[src/clock_output_control_pkg.sv]
// Constants, register map and types for the clock output control block.
// Assumes an APB master on pclk; pins are synchronous to pclk.
// Functional notes
// - reference_select 0 picks pair A, 1 pair B
// - feedback_select 0 picks pair A, 1 pair B
// - lock output low while locked, else high
// - gated bank passes clock only while gate high
// - gate changes never truncate an output pulse
// - per-output enable: on, off, enable x, enable y
// - global disable high tristates every output
// - global disable also kills feedback, lock lost
// - two profile pins pick one of four profiles
// - bypass low uses oscillator, high input divider
// - reset pin clears counters and reports unlock
// - each bank picks divider and driver type
// - single-ended pairs: per-output impedance and slew
`default_nettype none
package clock_output_control_pkg;
  localparam int num_banks = 10;
  localparam int num_outputs = 20;
  localparam int num_dividers = 5;
  localparam int num_profiles = 4;
  localparam int lock_count_bits = 8;
  // Loop considered locked after this many agreeing cycles
  localparam logic [7:0] lock_count_max = 8'hff;

  // Register byte offsets
  localparam logic [11:0] off_bank_cfg = 12'h000;
  localparam logic [11:0] off_out_en_cfg = 12'h040;
  localparam logic [11:0] off_out_drv_cfg = 12'h080;
  // Dividers sit above the 20 output drive words; status outside all profile pages
  localparam logic [11:0] off_div_cfg = 12'h0e0;
  localparam logic [11:0] off_status = 12'h400;
  localparam logic [11:0] off_profile_sel = 12'h404;

  // Bank config fields: [2:0] divider, [5:3] driver type, [6] gate enable, [7] gate idle level
  localparam int bank_div_lsb = 0;
  localparam int bank_drv_lsb = 3;
  localparam int bank_gate_en_bit = 6;
  localparam int bank_idle_bit = 7;
  localparam logic [31:0] bank_cfg_reset = 32'h0000_0000;
  // Per-output drive fields: [3:0] impedance, [4] slew
  localparam logic [31:0] out_drv_reset = 32'h0000_0000;
  // Divider config: 5-bit ratio each
  localparam logic [4:0] div_reset = 5'h00;
  // Output enable mode per output, 2 bits each
  localparam logic [39:0] out_en_reset = 40'h00_0000_0000;

  typedef enum logic [1:0] {
    oe_always_on = 2'h0,
    oe_always_off = 2'h1,
    oe_by_x = 2'h2,
    oe_by_y = 2'h3
  } oe_mode_t;

  // Status bits
  localparam int st_lock_bit = 0;
  localparam int st_bypass_bit = 1;
  localparam int st_ref_sel_bit = 2;
  localparam int st_fbk_sel_bit = 3;
  localparam int st_gdis_bit = 4;
  localparam int st_profile_lsb = 5;
endpackage
`default_nettype wire

[src/clock_output_control.sv]
// Digital control of a zero-delay clock generator: source selection,
// lock detect, output dividers, synchronous gating and output enables.
// Assumes clock inputs are already sampled as pclk-rate levels.
`timescale 1ns/1ps
`default_nettype none
module clock_output_control (
  input wire logic pclk,
  input wire logic presetn,
  input wire logic psel,
  input wire logic penable,
  input wire logic pwrite,
  input wire logic [11:0] paddr,
  input wire logic [31:0] pwdata,
  output logic [31:0] prdata,
  output logic pready,
  output logic pslverr,
  input wire logic reference_pair_a,
  input wire logic reference_pair_b,
  input wire logic feedback_pair_a,
  input wire logic feedback_pair_b,
  input wire logic reference_select,
  input wire logic feedback_select,
  input wire logic oscillator_clk,
  input wire logic input_divider_clk,
  input wire logic bypass,
  input wire logic loop_reset,
  input wire logic sync_gate_input,
  input wire logic global_output_disable,
  input wire logic output_enable_x_n,
  input wire logic output_enable_y_n,
  input wire logic profile_select_bit0,
  input wire logic profile_select_bit1,
  input wire logic factory_test_input_1,
  input wire logic factory_test_input_2,
  output logic reference_clk,
  output logic feedback_clk,
  output logic feedback_buffer_en,
  output logic lock_n,
  output logic [1:0] active_profile,
  output logic [clock_output_control_pkg::num_outputs-1:0] clock_out,
  output logic [clock_output_control_pkg::num_outputs-1:0] clock_out_oe,
  output logic [clock_output_control_pkg::num_banks*3-1:0] bank_driver_type,
  output logic [clock_output_control_pkg::num_outputs*4-1:0] out_impedance,
  output logic [clock_output_control_pkg::num_outputs-1:0] out_slew
);
  import clock_output_control_pkg::*;

  ////////////////////////////////////////////////////////////////////////////
  // Profile storage, selected by pins; pins with pull-downs read low
  wire logic [1:0] profile_sel = {profile_select_bit1, profile_select_bit0};
  logic [31:0] bank_cfg_q [num_profiles][num_banks];
  logic [31:0] out_drv_q [num_profiles][num_outputs];
  logic [4:0] div_q [num_profiles][num_dividers];
  logic [39:0] out_en_q [num_profiles];

  // Factory test pins are assumed grounded and are not used
  wire logic test_unused = factory_test_input_1 | factory_test_input_2;

  ////////////////////////////////////////////////////////////////////////////
  // Source selection
  assign reference_clk = reference_select ? reference_pair_b : reference_pair_a;
  assign feedback_clk = feedback_select ? feedback_pair_b : feedback_pair_a;
  assign feedback_buffer_en = ~global_output_disable;
  wire logic fb_eff = feedback_clk & feedback_buffer_en;
  wire logic div_src = bypass ? input_divider_clk : oscillator_clk;
  assign active_profile = profile_sel;

  ////////////////////////////////////////////////////////////////////////////
  // Lock detect: reference and feedback edges agree for a full count
  logic ref_q, fb_q, lock_q;
  logic [lock_count_bits-1:0] lock_cnt_q;
  wire logic ref_rise = reference_clk & ~ref_q;
  wire logic fb_rise = fb_eff & ~fb_q;
  wire logic edge_miss = ref_rise ^ fb_rise;
  wire logic lock_hold = lock_cnt_q == lock_count_max;

  always_ff @(posedge pclk or negedge presetn) begin
    if (!presetn) begin
      ref_q <= 1'b0;
      fb_q <= 1'b0;
      lock_cnt_q <= '0;
      lock_q <= 1'b0;
    end else begin
      ref_q <= reference_clk;
      fb_q <= fb_eff;
      if (loop_reset || global_output_disable || edge_miss) begin
        lock_cnt_q <= '0;
        lock_q <= 1'b0;
      end else begin
        if (ref_rise && !lock_hold) lock_cnt_q <= lock_cnt_q + 1'b1;
        lock_q <= lock_hold;
      end
    end
  end
  assign lock_n = ~lock_q;

  ////////////////////////////////////////////////////////////////////////////
  // Output dividers, cleared by the reset pin
  logic src_q;
  wire logic src_rise = div_src & ~src_q;
  logic [4:0] div_cnt_q [num_dividers];
  logic [num_dividers-1:0] div_out_q;

  always_ff @(posedge pclk or negedge presetn) begin
    if (!presetn) src_q <= 1'b0;
    else src_q <= div_src;
  end

  genvar gd;
  generate
    for (gd = 0; gd < num_dividers; gd++) begin : g_div
      wire logic [4:0] ratio = div_q[profile_sel][gd];
      always_ff @(posedge pclk or negedge presetn) begin
        if (!presetn) begin
          div_cnt_q[gd] <= '0;
          div_out_q[gd] <= 1'b0;
        end else if (loop_reset) begin
          div_cnt_q[gd] <= '0;
          div_out_q[gd] <= 1'b0;
        end else if (src_rise) begin
          if (div_cnt_q[gd] >= ratio) begin
            div_cnt_q[gd] <= '0;
            div_out_q[gd] <= ~div_out_q[gd];
          end else begin
            div_cnt_q[gd] <= div_cnt_q[gd] + 5'h01;
          end
        end
      end
    end
  endgenerate

  ////////////////////////////////////////////////////////////////////////////
  // Per-bank gating and outputs
  logic [num_banks-1:0] bank_clk_q, gate_s1_q, gate_s2_q, gate_on_q;
  wire logic [39:0] oe_cfg = out_en_q[profile_sel];

  genvar gb;
  generate
    for (gb = 0; gb < num_banks; gb++) begin : g_bank
      wire logic [31:0] cfg = bank_cfg_q[profile_sel][gb];
      wire logic [2:0] dsel = cfg[bank_div_lsb +: 3];
      wire logic div_clk = (dsel < 3'(num_dividers)) ? div_out_q[dsel] : 1'b0;
      wire logic gate_en = cfg[bank_gate_en_bit];
      wire logic idle_lvl = cfg[bank_idle_bit];
      wire logic at_idle = bank_clk_q[gb] == idle_lvl;
      // Switch only between pulses, so a divider pulse is never entered midway
      wire logic can_switch = at_idle && (div_clk == idle_lvl);
      always_ff @(posedge pclk or negedge presetn) begin
        if (!presetn) begin
          gate_s1_q[gb] <= 1'b0;
          gate_s2_q[gb] <= 1'b0;
          gate_on_q[gb] <= 1'b0;
          bank_clk_q[gb] <= 1'b0;
        end else begin
          gate_s1_q[gb] <= sync_gate_input;
          gate_s2_q[gb] <= gate_s1_q[gb];
          if (can_switch) gate_on_q[gb] <= gate_s2_q[gb] | ~gate_en;
          if (gate_on_q[gb] || !at_idle) bank_clk_q[gb] <= div_clk;
          else bank_clk_q[gb] <= idle_lvl;
        end
      end
      assign bank_driver_type[gb*3 +: 3] = cfg[bank_drv_lsb +: 3];
    end
  endgenerate

  genvar go;
  generate
    for (go = 0; go < num_outputs; go++) begin : g_out
      wire logic [1:0] mode = oe_cfg[go*2 +: 2];
      logic en;
      always_comb begin
        case (mode)
          oe_always_on: en = 1'b1;
          oe_always_off: en = 1'b0;
          oe_by_x: en = ~output_enable_x_n;
          oe_by_y: en = ~output_enable_y_n;
          default: en = 1'b0;
        endcase
      end
      assign clock_out[go] = bank_clk_q[go/2];
      assign clock_out_oe[go] = en & ~global_output_disable;
      assign out_impedance[go*4 +: 4] = out_drv_q[profile_sel][go][3:0];
      assign out_slew[go] = out_drv_q[profile_sel][go][4];
    end
  endgenerate

  ////////////////////////////////////////////////////////////////////////////
  // APB slave: zero wait states; address bits [9:8] pick profile
  wire logic acc = psel & penable;
  wire logic wr = acc & pwrite;
  wire logic [1:0] ap = paddr[9:8];
  wire logic [11:0] lo = {4'h0, paddr[7:0]} ;
  wire logic [11:0] pofs = {2'b00, paddr[9:8], 8'h00};
  wire logic [5:0] idx = paddr[7:2];
  wire logic in_prof = paddr[11:10] == 2'b00;
  wire logic hit_bank = in_prof && lo < off_out_en_cfg && idx < 6'(num_banks);
  wire logic hit_oe = in_prof && lo >= off_out_en_cfg && lo < off_out_en_cfg + 12'h008;
  wire logic hit_drv = in_prof && lo >= off_out_drv_cfg && lo < off_out_drv_cfg + 12'h050;
  wire logic [5:0] didx = 6'(({4'h0, paddr[7:0]} - off_out_drv_cfg) >> 2);
  wire logic hit_div = in_prof && lo >= off_div_cfg && lo < off_div_cfg + 12'h014;
  wire logic [5:0] vidx = 6'(({4'h0, paddr[7:0]} - off_div_cfg) >> 2);
  wire logic hit_st = paddr == off_status;
  wire logic hit_ps = paddr == off_profile_sel;
  wire logic hit_any = hit_bank | hit_oe | hit_drv | hit_div | hit_st | hit_ps;
  wire logic oe_hi = paddr[2];
  wire logic [31:0] status = {{(32-st_profile_lsb-2){1'b0}}, profile_sel, global_output_disable,
                              feedback_select, reference_select, bypass, lock_q};
  logic [31:0] rd;

  always_comb begin
    rd = 32'h0000_0000;
    if (hit_bank) rd = bank_cfg_q[ap][idx[3:0]];
    else if (hit_oe) rd = oe_hi ? {24'h00_0000, out_en_q[ap][39:32]} : out_en_q[ap][31:0];
    else if (hit_drv) rd = {27'h000_0000, out_drv_q[ap][didx[4:0]][4:0]};
    else if (hit_div) rd = {27'h000_0000, div_q[ap][vidx[2:0]]};
    else if (hit_st) rd = status;
    else if (hit_ps) rd = {30'h0000_0000, profile_sel};
  end

  always_ff @(posedge pclk or negedge presetn) begin
    if (!presetn) begin
      prdata <= 32'h0000_0000;
      for (int p = 0; p < num_profiles; p++) begin
        out_en_q[p] <= out_en_reset;
        for (int b = 0; b < num_banks; b++) bank_cfg_q[p][b] <= bank_cfg_reset;
        for (int o = 0; o < num_outputs; o++) out_drv_q[p][o] <= out_drv_reset;
        for (int d = 0; d < num_dividers; d++) div_q[p][d] <= div_reset;
      end
    end else begin
      if (psel && !penable && !pwrite) prdata <= rd;
      if (wr && hit_bank) bank_cfg_q[ap][idx[3:0]] <= {24'h00_0000, pwdata[7:0]};
      if (wr && hit_oe && oe_hi) out_en_q[ap][39:32] <= pwdata[7:0];
      if (wr && hit_oe && !oe_hi) out_en_q[ap][31:0] <= pwdata;
      if (wr && hit_drv) out_drv_q[ap][didx[4:0]] <= {27'h000_0000, pwdata[4:0]};
      if (wr && hit_div) div_q[ap][vidx[2:0]] <= pwdata[4:0];
    end
  end

  assign pready = 1'b1;
  assign pslverr = acc & ~hit_any;
  wire logic unused_ok = test_unused | (|pofs);
endmodule // clock_output_control
`default_nettype wire

[config.mk]
export PLATFORM = sky130hd
export DESIGN_NAME = clock_output_control
export DESIGN_NICKNAME = d
export VERILOG_FILES = /design/src/clock_output_control_pkg.sv /design/src/clock_output_control.sv
export SDC_FILE = /design/constraint.sdc
export NUM_CORES = 2
export LEC_CHECK = 0
export BUFFER_PORTS_ARGS = -buffer_cell sky130_fd_sc_hd__buf_2
export CORE_MARGIN = 5
export CORE_UTILIZATION = 50
export DETAILED_ROUTE_END_ITERATION = 16
export PLACE_DENSITY = 0.67
export SETUP_SLACK_MARGIN = 0.05
export SKIP_CTS_REPAIR_TIMING = 1
export SLEW_MARGIN = 20
export SYNTH_ARGS = -nofsm -noshare
export SYNTH_HDL_FRONTEND = slang
export SYNTH_SLANG_ARGS = --single-unit
[constraint.sdc]
create_clock -name pclk -period 3.9 [get_ports pclk]
set_clock_uncertainty 0.15 [all_clocks]
set_input_delay 0.585 -clock pclk [delete_from_list [all_inputs] [get_ports pclk]]
set_output_delay 0.585 -clock pclk [all_outputs]
set_load 0.03 [all_outputs]
## Word level (Yosys, flattened, before mapping)

Index checks and enable logic that the tools add are counted.

| cells by class | value |
|---|---|
| eq/ne operators | 83 |
| muxes and demuxes | 159 |
| add/sub/neg operators | 8 |
| bitwise operators | 71 |
| reductions and logical operators | 90 |
| $lt $le $gt $ge | 42 |

Operators by type and width:

| kind | number |
|---|---|
| binary-select mux 640 bit (select 2 bit) | 2 |
| bitwise mux 2560 bit | 1 |
| 2-to-1 mux 640 bit | 3 |
| binary-select mux 320 bit (select 2 bit) | 2 |
| bitwise mux 1280 bit | 1 |
| demux 640 bit (select 2 bit) | 1 |
| 2-to-1 mux 613 bit | 2 |
| 2-to-1 mux 320 bit | 3 |
| demux 320 bit (select 2 bit) | 1 |
| 2-to-1 mux 296 bit | 2 |
| bitwise mux 160 bit | 2 |
| 2-to-1 mux 160 bit | 2 |
| 2-to-1 mux 32 bit | 8 |
| 2-to-1 mux 40 bit | 5 |
| binary-select mux 32 bit (select 5 bit) | 1 |
| binary-select mux 40 bit (select 2 bit) | 2 |
| demux 32 bit (select 5 bit) | 1 |
| demux 40 bit (select 2 bit) | 2 |
| binary-select mux 32 bit (select 4 bit) | 1 |
| demux 32 bit (select 4 bit) | 1 |
| 2-to-1 mux 25 bit | 5 |
| binary-select mux 25 bit (select 2 bit) | 2 |
| bitwise mux 100 bit | 1 |
| 2-to-1 mux 5 bit | 20 |
| 48 further kinds | 382 |

| word-level totals | value |
|---|---|
| word-level logic and storage cells | 635 |
| register bits | 4196 |
| output and inout bits | 210 |

## Longest topological paths before layout

| depth | value |
|---|---|
| word-level depth | 11 |
| depth in mapped cells | 15 |

## Worst setup path after synthesis

Ideal clock, no wire load.

| timing path | value |
|---|---|
| kind | input to register |
| start | in profile_select_bit0 |
| end | reg div_cnt_q[14] (netlist name) |
| path buffers | 6 |
| cell stages on the path | 15 |
| arrival time | 4.134 ns |
| data required time | 3.685 ns |
| setup slack | -0.450 ns |
| library setup time | 0.065 ns |
| cell sequence | buf_2 -> buf_2 -> buf_2 -> buf_4 -> buf_2 -> buf_2 -> mux4_2 -> ha_1 -> nand2b_1 -> a21o_1 -> a21o_1 -> a21o_1 -> a211o_1 -> o21ai_0 -> a22o_1 |

| on the way | value |
|---|---|
| word-level cells in the longest chain between the ends | 8 |

RTL lines:

| element | RTL line | RTL |
|---|---|---|
| from (decl) | clock_output_control.sv:31 | `input wire logic profile_select_bit0,` |
| inverter 2 -> 3 bit (implied by the code) | clock_output_control.sv:112 | `wire logic [4:0] ratio = div_q[profile_sel][gd];` |
| binary-select mux 25 bit (select 2 bit) | clock_output_control.sv:112 |  |
| 2-to-1 mux 25 bit (2 in a row) | - |  |
| >= comparator 5 bit | clock_output_control.sv:121 | `if (div_cnt_q[gd] >= ratio) begin` |
| 2-to-1 mux 5 bit | clock_output_control.sv:121 |  |
| 2-to-1 mux 5 bit | clock_output_control.sv:120 | `end else if (src_rise) begin` |
| 2-to-1 mux 5 bit | clock_output_control.sv:117 | `end else if (loop_reset) begin` |
| to (signal, indexed assignment) | clock_output_control.sv:125 | `div_cnt_q[gd] <= div_cnt_q[gd] + 5'h01;` |
| to (decl) | clock_output_control.sv:101 | `logic [4:0] div_cnt_q [num_dividers];` |

Every way passes these cells. The select of a mux whose other input is x is not followed.
A chain may end at the register's enable or synchronous reset.

## Worst setup path in the final report

| timing path | value |
|---|---|
| start | in paddr[4] |
| end | out pslverr |

| on the way | value |
|---|---|
| word-level cells in the longest chain between the ends | 10 |

RTL lines:

| element | RTL line | RTL |
|---|---|---|
| from (decl) | clock_output_control.sv:12 | `input wire logic [11:0] paddr,` |
| less-than comparator 8 x 7 -> 1 bit / >= comparator 8 x 7 -> 1 bit (equally long branches) | clock_output_control.sv:196, clock_output_control.sv:197 |  |
| logical AND 1 bit (on tied branches) (2 in a row) | clock_output_control.sv:196, clock_output_control.sv:197 |  |
| bitwise OR 1 bit (4 in a row) | clock_output_control.sv:204 | `wire logic hit_any = hit_bank \| hit_oe \| hit_drv \| hit_div \| hit_st \| hit_ps;` |
| bitwise OR 1 bit * | clock_output_control.sv:204 |  |
| inverter 1 bit * | clock_output_control.sv:240 | `assign pslverr = acc & ~hit_any;` |
| AND 1 bit * | clock_output_control.sv:240 |  |
| to (decl) | clock_output_control.sv:16 | `output logic pslverr,` |

Mark *: on every way between the ends. The rest lies on a longest branch, timed or not.

==> impl_metrics.tcl <==
set metrics [dict create \
    r2r-start "div_q[38]$_DFFE_PN0P_" \
    fillers 9057 \
    hpwl_um 116000 \
    crit_chain "buf_2, or2_1, a211o_1, buf_4, nand3_1, nor2_1, buf_2" \
    status "finished, violations left" \
    seqCellArea_um2 26900 \
    io_pins 277 \
    yosys-top-cells-area "dfrtp_1, mux4_2, mux2_2" \
    htreeDepth 3 \
    drtAntennaViolNets 0 \
    wl_um 169000 \
    root_buffer "clkbuf_16" \
    wl_per_cell_um 29.0 \
    grt_pass1_vias 38583 \
    gr-total-overflow 0 \
    multi_input_area_um2 28600 \
    syn_nets 3983 \
    finalCritPeriodShare_pct 87.6 \
    die_y_um 348 \
    start_util_pct 50.1 \
    grt_max_degree 128 \
    drcViolationCount 0 \
    r2r_cells 7 \
    worstPathMaxFanout 15 \
    nets 4300 \
    async_reset_ff_share_pct 100 \
    startpoint_type "input port" \
    rsz0062_at_grt "false" \
    max_freq_mhz 293 \
    worstPathRequired_ns 3.16 \
    synth-compound-area-share_pct 4.01 \
    cts_made_buffers 116 \
    clk_pin_slew_ns 0.06 \
    yosysTopAreaCell "dfrtp_1" \
    clock_sinks 1076 \
    synth-simple-area-share_pct 5.00 \
    synthMuxAreaShare_pct 40.3 \
    die_w_um 348 \
    cp_slowest_cell "nor2_1" \
    cp.depth 7 \
    cp-endpoint "pslverr" \
    path_buf_inv 3 \
    finalHoldViolations 1 \
    antenna_found_initial 9 \
    synth_top_family_by_area "multiplexers" \
    finalSetupTns_ns 0 \
    hold_class "input port to flop" \
    synth_top_flop_cell "dfrtp_1" \
    maxSlewViolCount 0 \
    clock_path_buffers 3 \
    critPathTopFamily "simple AND/OR/NAND/NOR gates" \
    path_common_cell "buf_2" \
    worstSetupStartpoint "paddr[4]" \
    grt_pass1_wl_um 256000 \
    cap_violations 0 \
    fin_crit_ns 3.42 \
    yosysTopAreaCellShare_pct 47.2 \
    portBuffers 273 \
    vdd_drop_max_mv 0.358 \
    synth_common_cells "dfrtp_1, mux2_2, mux4_2" \
    worst_pin_slew_ns 1.07 \
    synth-seq-cells 1076 \
    ff2ff_setup_slack_ns 0.86 \
    syn_area_per_cell_um2 14.7 \
    end_kind "output pin" \
    synth-edff-count 0 \
    drt_iter0_drc 3178 \
    synthAdderAreaFrac_pct 0.680 \
    arrival_ns 2.68 \
    p_leak_uw 0.0309 \
    grt_usage_pct 27.9 \
    ys_warn_count 0 \
    area_delta_synth_final_pct 14.5 \
    slew_headroom_pct 28.5 \
    hold_ws_ns -0.0179 \
    syn_inst 3885 \
    dieArea_um2 121000 \
    synth_xor_area_share_pct 0.0921 \
    synth_cell_type_count 71 \
    first_pass_iters 5 \
    cts_tree "done" \
    place.gp.congestion 0.946 \
    rows 124 \
    core_um2 114000 \
    yosysSeqAreaShare_pct 47.2 \
    setup_viol_count_final 0 \
    final_layout_size_suffix_gt1_share_pct 49.7 \
    power_density_nw_per_um2 381 \
    synthMostInstantiatedCell "dfrtp_1" \
    slowest_delay_ns 0.40 \
    critPathKind "input port to output pin" \
    routed-via-count 37261 \
    avgViaCountPerCell 6.40 \
    syn_area_um2 57000 \
    violations "hold timing" \
    reg2reg_to "prdata[3]$_DFFE_PN0P_" \
    clock_latency_ns 0.72 \
]
[kinds of logic (layout without fill, tap and decap cells)]
logic type | Yosys count | count (layout)
multiplexers | 1551 | 1551
flip-flops | 1076 | 1076
AND/OR/NAND/NOR | 534 | 534
buffers and inverters | 354 | 774
AO/OA/AOI/OAI | 332 | 332
adder cells (fa/ha/maj) | 31 | 31
XOR/XNOR | 6 | 6
other | 1 | 7
[layout make-up]
cell class	instances	share of cell area [%]
Antenna cell	6	0.0230
Clock buffer	172	5.36
Clock inverter	49	0.874
Inverter	58	0.335
Multi-Input combinational cell	2455	43.7
Sequential cell	1076	41.2
Tap cell	1512	2.90
Timing Repair Buffer	495	5.56
[sequential cells by signal, indices dropped and copies added (netlist names), 5 cells and up]
register / count
bank_cfg_q: 320
clock_out: 10
div_cnt_q: 25
div_out_q: 5
div_q: 100
gate_on_q: 10
lock_cnt_q: 8
out_drv_q: 400
out_en_q: 160
prdata: 32
[metrics by stage]
step / power (uW) / setup slack [ns] / cell area (um^2) / utilization (%) / cells
2_1_floorplan: 12500 / 0.0414 / 57100 / - / 3885
3_3_place_gp: 13400 / 0.235 / 61000 / 53.6 / 5574
3_5_place_dp: 13400 / 0.234 / 61000 / 53.6 / 5574
4_1_cts: 25100 / 0.497 / 65100 / 57.1 / 5795
5_1_grt: 25600 / 0.404 / 65300 / 57.3 / 5817
6_report: 24900 / 0.483 / 65300 / 57.4 / 5823
[layer usage]
| layer | GRT usage, % | up-vias | wire length (um) |
|---|---|---|---|
| li1 | - | 15570 | - |
| met1 | 38.7 | 20050 | 69900 |
| met2 | 43.8 | 1304 | 79500 |
| met3 | 6.84 | 331 | 12700 |
| met4 | 9.34 | 6 | 6520 |
| met5 | 0 | - | 43 |
[cells in the final DEF (no fill, tap or decap), types with 25 or more instances in the layout]
cell,n
buf_4,168
buf_12,38
clkbuf_8,30
nand3b_1,25
a21o_1,36
clkbuf_16,120
mux2i_1,66
nor2b_1,36
buf_2,262
mux2_1,76
mux4_2,496
o21ai_0,72
mux2_2,913
a21oi_1,46
clkinv_2,29
nand3_1,31
dfrtp_1,1076
ha_1,31
nor2_1,148
a22o_1,42
nand2_1,137
inv_1,56
[report_power, final]
| part | switching (uW) | internal (uW) | total [uW] |
|---|---|---|---|
| logic | 1250 | 600 | 1850 |
| registers | 115 | 11200 | 11400 |
| clock network | 4760 | 6920 | 11700 |
[worst reg2reg max path, stage by stage, from the launching register on]
cell	delay, ns
dfrtp_1	0.40
mux4_2	0.50
a22oi_1	0.27
a211oi_1	0.19
a2111oi_0	0.69
nor4_1	0.26
nor2_1	0.34
o31ai_1	0.12
[worst min path at each step]
stage	from	end	slack [ns]	cells after the start
2_1_floorplan	presetn	bank_cfg_q[0]$_DFFE_PN0P_	0.14	0
3_3_place_gp	gate_s1_q[9]$_DFF_PN0_	gate_s2_q[9]$_DFF_PN0_	0.19	0
3_5_place_dp	gate_s1_q[9]$_DFF_PN0_	gate_s2_q[9]$_DFF_PN0_	0.19	0
4_1_cts	presetn	clock_out[10]$_DFF_PN0_	-0.29	1
5_1_grt	pwdata[27]	out_en_q[67]$_DFFE_PN0P_	0.0007	2
6_report	oscillator_clk	src_q$_DFF_PN0_	-0.02	3
(Power assumes the default switching activity.)
